### src/shared/spm_pkg.sv
/*
 * Package for the serial port mode-control slice: register offset,
 * field positions, reset value, clock-select encodings and carriers.
 * Assumes a 32-bit classic Wishbone slave with word-aligned registers.
 */
package spm_pkg;

   // ************************************************************
   // Register map
   // ************************************************************
   localparam logic [7:0]  SPM_MODE_OFS   = 8'h00;
   localparam logic [7:0]  SPM_CTRL_OFS   = 8'h04;
   localparam logic [31:0] SPM_MODE_RST   = 32'h0000_0000;
   localparam logic [31:0] SPM_CTRL_RST   = 32'h0000_0000;

   // ************************************************************
   // Mode register field positions
   // ************************************************************
   localparam int SPM_RUN_SLEEP_BIT = 23;
   localparam int SPM_ACTIVE_BIT    = 22;
   localparam int SPM_CLKSEL_LO     = 17;
   localparam int SPM_OVF_RUN_BIT   = 16;
   localparam int SPM_ENABLE_BIT    = 15;
   localparam int SPM_IDLE_STOP_BIT = 13;
   localparam int SPM_IR_EN_BIT     = 12;
   localparam int SPM_TX_EN_BIT     = 10;
   localparam int SPM_PIN_EN_LO     = 8;

   // Writable bits: 23, 18:15, 13:0 (22 is status, rest unimplemented)
   localparam logic [31:0] SPM_MODE_WMASK = 32'h0087_bfff;

   // Control register: power mode request bits
   localparam int SPM_CTRL_SLEEP_BIT = 0;
   localparam int SPM_CTRL_IDLE_BIT  = 1;

   // ************************************************************
   // Types
   // ************************************************************
   typedef enum logic [1:0] {
      SPM_CLK_PBUS = 2'h0,
      SPM_CLK_SYS  = 2'h1,
      SPM_CLK_FRC  = 2'h2,
      SPM_CLK_REF  = 2'h3
   } spm_clksel_type;

   typedef struct packed {
      logic        cyc;
      logic        stb;
      logic        we;
      logic [7:0]  adr;
      logic [3:0]  sel;
      logic [31:0] dat;
   } spm_wb_req_type;

   typedef struct packed {
      logic        ack;
      logic [31:0] dat;
   } spm_wb_rsp_type;

   // Pin ownership towards the I/O pad logic
   typedef struct packed {
      logic       port_owns;     // Port drives the pins
      logic       tx_oe;         // Transmit pin output enable
      logic [1:0] pin_enable;    // Legacy field, routing is by pin select
   } spm_pin_type;

endpackage : spm_pkg

### src/core/spm_mode_ctrl.sv
/*
 * Mode-control slice of an asynchronous serial port.
 * Assumes: the four candidate clocks arrive as one-cycle enables in the
 * mclk domain; the serial engine reports its busy and overflow states.
 */
// Decided for this implementation: register access over Wishbone and the address map.
`timescale 1ns/1ns

module spm_mode_ctrl
   import spm_pkg::*;
(
   input  wire logic           mclk,          // 10 MHz system clock
   input  wire logic           rstn,          // Async reset, active low
   input  wire spm_wb_req_type wb_req,        // Wishbone request
   output      spm_wb_rsp_type wb_rsp,        // Wishbone answer
   input  wire logic           pbus_ce,       // Peripheral bus clock enable
   input  wire logic           sys_ce,        // System clock enable
   input  wire logic           frc_ce,        // Fast RC oscillator enable
   input  wire logic           ref_ce,        // Reference clock enable
   input  wire logic           engine_busy,   // Serial engine busy
   input  wire logic           rx_overflow,   // Receive overflow error
   input  wire logic           rx_in,         // Raw receive line
   input  wire logic           tx_raw,        // Engine transmit bit
   input  wire logic           ir_tx_pulse,   // Encoder output
   input  wire logic           ir_rx_bit,     // Decoder output
   output      logic           port_ce,       // Gated port clock enable
   output      logic           shift_accept,  // Receive shifter may run
   output      logic           rx_to_engine,  // Receive bit to engine
   output      logic           tx_out,        // Transmit pin value
   output      logic           ir_active,     // Infrared path in use
   output      spm_pin_type    pins           // Pin ownership
);

   // ************************************************************
   // State
   // ************************************************************
   typedef struct packed {
      logic [31:0] mode;
      logic [1:0]  pwr;
      logic        ack;
      logic [31:0] rdat;
      logic        active;
   } spm_state_type;

   spm_state_type st_q;
   spm_state_type st_d;

   logic           req_hit;
   logic           sleeping;
   logic           idling;
   logic           src_ce;
   logic           run_ok;
   logic [31:0]    wr_bits;
   logic [31:0]    pwr_bits;
   spm_clksel_type csel;

   // Byte-lane merge of a write into an old value, used for both regs
   function automatic logic [31:0] spm_merge(input logic [31:0] old,
                                             input logic [31:0] nw,
                                             input logic [3:0]  sel);
      logic [31:0] r;
      r = old;
      for (int i = 0; i < 4; i++) begin
         if (sel[i]) begin
            r[i*8 +: 8] = nw[i*8 +: 8];
         end
      end
      return r;
   endfunction : spm_merge

   // ************************************************************
   // Clock source and power gating
   // ************************************************************
   assign csel     = spm_clksel_type'(st_q.mode[SPM_CLKSEL_LO +: 2]);
   assign sleeping = st_q.pwr[SPM_CTRL_SLEEP_BIT];
   assign idling   = st_q.pwr[SPM_CTRL_IDLE_BIT];

   always_comb begin
      unique case (csel)
         SPM_CLK_PBUS: src_ce = pbus_ce;
         SPM_CLK_SYS:  src_ce = sys_ce;
         SPM_CLK_FRC:  src_ce = frc_ce;
         SPM_CLK_REF:  src_ce = ref_ce;
      endcase
   end

   // run permission: sleep, idle and enable gating
   assign run_ok = st_q.mode[SPM_ENABLE_BIT]
                   && !(sleeping && !st_q.mode[SPM_RUN_SLEEP_BIT])
                   && !(idling && st_q.mode[SPM_IDLE_STOP_BIT]);

   // Gating the enable, not the clock, keeps one clock domain
   assign port_ce = run_ok && src_ce;

   assign shift_accept = run_ok
                         && (!rx_overflow || st_q.mode[SPM_OVF_RUN_BIT]);

   // ************************************************************
   // Infrared path and pins
   // ************************************************************
   // infrared encoder/decoder switch
   assign ir_active    = st_q.mode[SPM_ENABLE_BIT] && st_q.mode[SPM_IR_EN_BIT];
   assign rx_to_engine = ir_active ? ir_rx_bit : rx_in;

   // pin ownership; idle line is high when not driven by data
   always_comb begin
      pins.port_owns  = st_q.mode[SPM_ENABLE_BIT];
      pins.tx_oe      = st_q.mode[SPM_ENABLE_BIT] && st_q.mode[SPM_TX_EN_BIT];
      pins.pin_enable = st_q.mode[SPM_PIN_EN_LO +: 2];
      if (!pins.tx_oe) begin
         tx_out = 1'b1;
      end else if (ir_active) begin
         tx_out = ir_tx_pulse;
      end else begin
         tx_out = tx_raw;
      end
   end

   // ************************************************************
   // Wishbone slave and next state
   // ************************************************************
   assign req_hit = wb_req.cyc && wb_req.stb && !st_q.ack;
   assign wr_bits = spm_merge(st_q.mode, wb_req.dat, wb_req.sel);
   // Power request merge; only the low two bits are kept
   assign pwr_bits = spm_merge({30'h0, st_q.pwr}, wb_req.dat, wb_req.sel);

   // Single-wait answer: ack one cycle after the request, then dropped
   always_comb begin
      st_d        = st_q;
      st_d.ack    = req_hit;
      // running status follows the engine and enable
      st_d.active = st_q.mode[SPM_ENABLE_BIT] && engine_busy;
      if (req_hit && wb_req.we) begin
         if (wb_req.adr == SPM_MODE_OFS) begin
            st_d.mode = wr_bits & SPM_MODE_WMASK;
         end else if (wb_req.adr == SPM_CTRL_OFS) begin
            st_d.pwr = pwr_bits[1:0];
         end
      end
      if (req_hit) begin
         if (wb_req.adr == SPM_MODE_OFS) begin
            // status bit merged, reserved read zero
            st_d.rdat = (st_q.mode & SPM_MODE_WMASK)
                        | ({31'h0, st_q.active} << SPM_ACTIVE_BIT);
         end else if (wb_req.adr == SPM_CTRL_OFS) begin
            st_d.rdat = {30'h0, st_q.pwr};
         end else begin
            st_d.rdat = 32'h0;   // Unmapped reads zero, write ignored
         end
      end
   end

   // reset to zero, port off, bus clock selected
   always_ff @(posedge mclk or negedge rstn) begin
      if (!rstn) begin
         st_q.mode   <= SPM_MODE_RST;
         st_q.pwr    <= SPM_CTRL_RST[1:0];
         st_q.ack    <= 1'b0;
         st_q.rdat   <= 32'h0;
         st_q.active <= 1'b0;
      end else begin
         st_q <= st_d;
      end
   end

   assign wb_rsp.ack = st_q.ack;
   assign wb_rsp.dat = st_q.rdat;

endmodule : spm_mode_ctrl

### config.mk
export PLATFORM = sky130hd
export DESIGN_NAME = spm_mode_ctrl
export DESIGN_NICKNAME = d
export VERILOG_FILES = /design/src/shared/spm_pkg.sv /design/src/core/spm_mode_ctrl.sv
export SDC_FILE = /design/constraint.sdc
export NUM_CORES = 1
export LEC_CHECK = 0
export BUFFER_PORTS_ARGS = -buffer_cell sky130_fd_sc_hd__buf_2
export CORE_MARGIN = 5
export CORE_UTILIZATION = 49
export DETAILED_ROUTE_END_ITERATION = 10
export PLACE_DENSITY = 0.85
export REMOVE_ABC_BUFFERS = 1
export SLEW_MARGIN = 10
export SYNTH_ARGS = -nofsm -noshare
export SYNTH_HDL_FRONTEND = slang
export SYNTH_SLANG_ARGS = --single-unit
### constraint.sdc
create_clock -name mclk -period 2.4 [get_ports mclk]
set_clock_uncertainty 0.05 [all_clocks]
set_input_delay 0.24 -clock mclk [delete_from_list [all_inputs] [get_ports mclk]]
set_output_delay 0.24 -clock mclk [all_outputs]
set_load 0.02 [all_outputs]
==> impl_metrics.yaml, run 1 <==
timing:
  period_share_pct: 75.8
  fin_setup_tns_ps: 0
  rsz0062_at_grt: "no"
  holdWs_ps: 44.8
  fmax_ghz: 0.549
  slew_headroom_pct: 37.4
  worst_slew_pin_slew_ps: 938
  hold_violations: 0
  setup_viol_count_final: 0
  min_period_ps: 1820
  slew_viol_final: 0
yosys:
  synth_seq_cells: 43
  ys_types: 25
  synth_edf_count: 0
  synth_area_leaders: "dfrtp_1 54%, buf_4 14%, mux2_2 12%, a22o_1 7.9%, mux2i_1 1.5%"
  netlist_instances: 153
  yosysSeqAreaShare_pct: 54.1
  synth.most_common_cell: "dfrtp_1"
  async_flop_share_pct: 100
  synth_top_area_share_pct: 54.1
  synth_flop_cell: "dfrtp_1"
  synth.avg_cell_area_um2: 13.0
  syn-cell-area_mm2: 0.00199
  synth_top_cell_by_area: "dfrtp_1"
  ys_top_cells_by_count: "43 x dfrtp_1, 36 x buf_4, 22 x mux2_2"
  yosysWarningCount: 0
worst_setup_path:
  cp.required_ps: 2520
  crit_path_top_delay_cell: "and4b_4"
  critPathMaxStageDelay_ps: 400
  timing.rr.end: "st_q[39]"
  path_cells: "nand3b_1 -> inv_1 -> and4b_4 -> nand3_2 -> mux2_2"
  crit_path_end_kind: "flop"
  path_max_fanout: 14
  crit_start: "wb_rsp[32]"
  startpoint_type: "flop"
  r2r_cells: 5
  crit_type: "reg2reg"
  path_buf_inv: 1
  cp_top_family: "simple AND/OR/NAND/NOR gates"
  r2r_start: "wb_rsp[32]"
  arrival_ps: 1940
  reg2reg_slack_ps: 580
finish:
  nets: 266
  drive_gt1_share_pct: 53.1
  post-route-util_pct: 57.2
  antennaDiodeCount: 0
  area_growth_pct: 14.2
  fin_area_mm2: 0.00227
  fin_cells: 257
drt:
  drc: 0
  wire_per_inst_um: 15.7
  ant_nets: 0
  drt_iter0_markers: 33
  wl_um: 4030
  firstDrtPassIters: 4
  num_vias: 1281
  viasPerCell: 4.98
clocking:
  cts_made_buffers: 5
  cts_resized: 0
  h-tree-depth: 2
  clk_latency_ps: 280
  cts_tree: "built"
  postCtsHoldBufs: 0
  cts_buffer_depth: 2
  clock-sinks: 43
  clk_pin_slew_worst_paths_ps: 80
  cts-root-buf: "clkbuf_8"
  cts_setup_buffers: 0
flow_run:
  cap_violations: 0
power:
  clkPwrFrac_pct: 35.5
  swShare_pct: 22.5
  internal-power_mw: 0.988
  p_per_area_mw_per_mm2: 561
  p_sw_mw: 0.287
  power_frac_comb_pct: 7.2
  p_leak_nw: 1.27
  ir_drop_mv: 0.277
  power_frac_seq_pct: 57.2
floorplanning:
  core_mm2: 0.00397
  dieArea_mm2: 0.00544
  die_h_um: 73.7
  rows: 23
  io_pins: 101
  die_w_um: 73.7
  start_util_pct: 50.1
global_routing:
  grt-ovfl-total: 0
  grt_use_total_pct: 15.4
  grt_pass1_vias: 1344
  antenna_found_initial: 0
  grt_max_degree: 44
  grt_first_pass_wirelength_um: 6320
placement:
  portBuffers: 74
  dp.cells: 250
  place_hpwl_um: 3040
  placed_area_mm2: 0.00219
  place_congestion: 0.725
hold_path:
  hp-class: "in2async"
run_status:
  status: "finished, final reports clean"
[kinds of logic (layout without fill, tap and decap cells)]
logic type | after synthesis | after routing | share of synthesized area (%)
flip-flops | 43 | 43 | 54.1
buffers and inverters | 42 | 85 | 15.1
multiplexers | 26 | 26 | 15.1
AO/OA/AOI/OAI | 21 | 21 | 8.67
AND/OR/NAND/NOR | 20 | 20 | 6.85
other | 1 | 12 | 0.188
[worst max-delay path by stage]
stage | to | slack [ps] | depth (start not counted)
detailed placement | st_q[39] | 510 | 5
floorplan | st_q[36] | 220 | 5
finish | st_q[39] | 580 | 5
global route | st_q[43] | 460 | 5
CTS | st_q[39] | 550 | 5
global placement | st_q[39] | 520 | 5
[registers in the layout (all words and copies together) (netlist names)]
name and count:
wb_rsp 21, st_q 15, pins 3, csel 2
idling 1, sleeping 1
[per-layer routing]
layer,track usage (%),routed length (um)
met5,0,0
met2,25.5,2070
met3,5.75,351
met1,18.7,1580
met4,4.23,19
[power groups by stage]
stage                     registers, mW  clock network [mW]  logic (mW)
final                             0.729               0.453      0.0923
after global routing              0.730               0.505       0.103
after CTS                         0.729               0.468      0.0938
after detailed placement          0.744                   0      0.0934
after global placement            0.743                   0      0.0910
after floorplan                   0.745                   0      0.0312
[cell usage in the layout, fill, tap and decap left out, types with 2 or more instances in the layout]
| master | n |
|---|---|
| a22o_1 | 18 |
| and2_1 | 3 |
| buf_2 | 74 |
| buf_4 | 2 |
| clkbuf_8 | 6 |
| conb_1 | 12 |
| dfrtp_1 | 43 |
| inv_1 | 2 |
| mux2_2 | 22 |
| mux2i_1 | 3 |
| nand2_1 | 4 |
| nand3_1 | 4 |
| o21ai_0 | 2 |
[cell type report]
type	count	area, um2
clock inverters	1	5.00
flip-flops and latches	43	1080
inverters	2	7.51
clock buffers	6	82.6
multi-input cells	79	654
fillers	336	1700
well taps	50	62.6
repair buffers	76	385
[metrics by stage]
step / setup slack [ps] / power (mW)
2_1_floorplan: 223 / 0.776
3_3_place_gp: 519 / 0.834
3_5_place_dp: 512 / 0.837
4_1_cts: 551 / 1.29
5_1_grt: 465 / 1.34
6_report: 580 / 1.27
No activity file was read; power rests on OpenSTA's default activity.
==> inputs of run 2 (changes only) <==
- CORE_UTILIZATION: 49 -> 45
- PLACE_DENSITY: 0.85 -> 0.79
- clock period: 2.4 -> 1.9 ns (I/O delays scaled with it)
==> run 2 against run 1 <==
Net effect:
- via count decreased by 1.6%
- non-clock buffer count increased by 3
- combinational power increased by 29%
- critical path type unchanged
- cell area increased by 0.55%
- power increased by 22%
- wire length decreased by 4.6%
- sequential share of layout area decreased by 0.26 points
- first-iteration DRC count increased by 52%
- critical path depth unchanged
- final cell count increased by 1.6%
==> impl_metrics.yaml, run 2 (synthesis gave the netlist of run 1 again) <==
run_status:
  status: "finished, final reports clean"
finish:
  fin_cells: 261
  largest_register_ffs: 21
  fill_cells: 393
  drive_gt1_share_pct: 52.6
  post-route-util_pct: 52.9
  final_common_cell: "buf_2"
  antennaDiodeCount: 0
  area_growth_pct: 14.8
  final_cell_mix: "74 x buf_2, 43 x dfrtp_1, 22 x mux2_2"
  fin_area_mm2: 0.00229
  nets: 269
hold_path:
  min_path_cells: 2
  min_from: "engine_busy"
  hp-class: "in2reg"
  whs_endpoint: "st_q[0]"
timing:
  period_share_pct: 91.2
  fin_setup_tns_ps: 0
  hold_violations: 0
  rsz0062_at_grt: "no"
  min_period_ps: 1730
  slew_viol_final: 0
  holdWs_ps: 67.4
  worst_slew_pin_slew_ps: 521
  fmax_ghz: 0.577
  setup_viol_count_final: 0
  slew_headroom_pct: 65.3
  setup_ws_ps: 167
worst_setup_path:
  crit_type: "reg2reg"
  r2r_start: "wb_rsp[32]"
  cp.required_ps: 2020
  reg2reg_slack_ps: 170
  path_max_fanout: 10
  timing.rr.end: "st_q[36]"
  r2r_cells: 5
  arrival_ps: 1860
  startpoint_type: "flop"
  crit_path_end_kind: "flop"
  crit_start: "wb_rsp[32]"
drt:
  drt_iter0_markers: 50
  ant_nets: 0
  firstDrtPassIters: 3
  drc: 0
  viasPerCell: 4.83
  num_vias: 1261
  wl_um: 3840
  wire_per_inst_um: 14.7
global_routing:
  grt_pass1_vias: 1299
  grt_use_total_pct: 13.5
  grt_max_degree: 44
  grt_first_pass_wirelength_um: 6270
  grt-ovfl-total: 0
  antenna_found_initial: 0
power:
  ir_drop_mv: 0.396
  p_per_area_mw_per_mm2: 683
  total_power_mw: 1.56
  p_leak_nw: 1.28
clocking:
  clk_pin_slew_worst_paths_ps: 70
  cts-root-buf: "clkbuf_8"
  cts_resized: 0
  clk_latency_ps: 290
  h-tree-depth: 2
  cts_tree: "built"
  cts_buffer_depth: 2
  cts_made_buffers: 5
  clock-sinks: 43
floorplanning:
  io_pins: 101
  core_mm2: 0.00432
  dieArea_mm2: 0.00585
  start_util_pct: 46.0
  rows: 24
  die_h_um: 76.5
  die_w_um: 76.5
placement:
  dp.cells: 254
  portBuffers: 74
  placed_area_mm2: 0.00220
  place_congestion: 0.696
  dpl_worst_slack_ps: 105
  place_hpwl_um: 2970
flow_run:
  cap_violations: 0
run 2: worst max-delay path, stage by stage, from the launching register on:
cell	delay [ps]
dfrtp_1	370
nand3b_1	180
inv_1	100
and4b_4	350
nand3_2	220
mux2_2	340
run 2: metal layers:
| metal | GRT usage [%] | wire (um) |
|---|---|---|
| met1 | 14.7 | 1480 |
| met2 | 23.0 | 1950 |
| met3 | 4.96 | 317 |
| met4 | 6.82 | 89 |
| met5 | 0 | 0 |
run 2: cell type report:
class	count	area, um2	share of cell area, %
inverters	2	7.51	0.328
repair buffers	79	410	18.0
flip-flops and latches	43	1080	47.1
clock buffers	6	72.6	3.17
multi-input cells	79	654	28.6
well taps	52	65.1	2.85
run 2: worst max-delay path by stage:
stage                    end  slack (ps)  cells after the start
CTS                 st_q[36]         150                      5
finish              st_q[36]         170                      5
global placement    st_q[42]         140                      5
detailed placement  st_q[36]         100                      5
floorplan           st_q[36]        -280                      5
global route        st_q[36]          60                      5
run 2: timing repair:
| item | in CTS | in global routing |
|---|---|---|
| hold buffers | 1 | 0 |
| endpoints found under the hold margin | 43 | 0 |
| buffers inserted | 0 | 0 |
run 2: where the power goes:
part / switching (mW) / internal [mW]
registers: 0.00252 / 0.919
logic: 0.0720 / 0.0469
clock network: 0.275 / 0.245
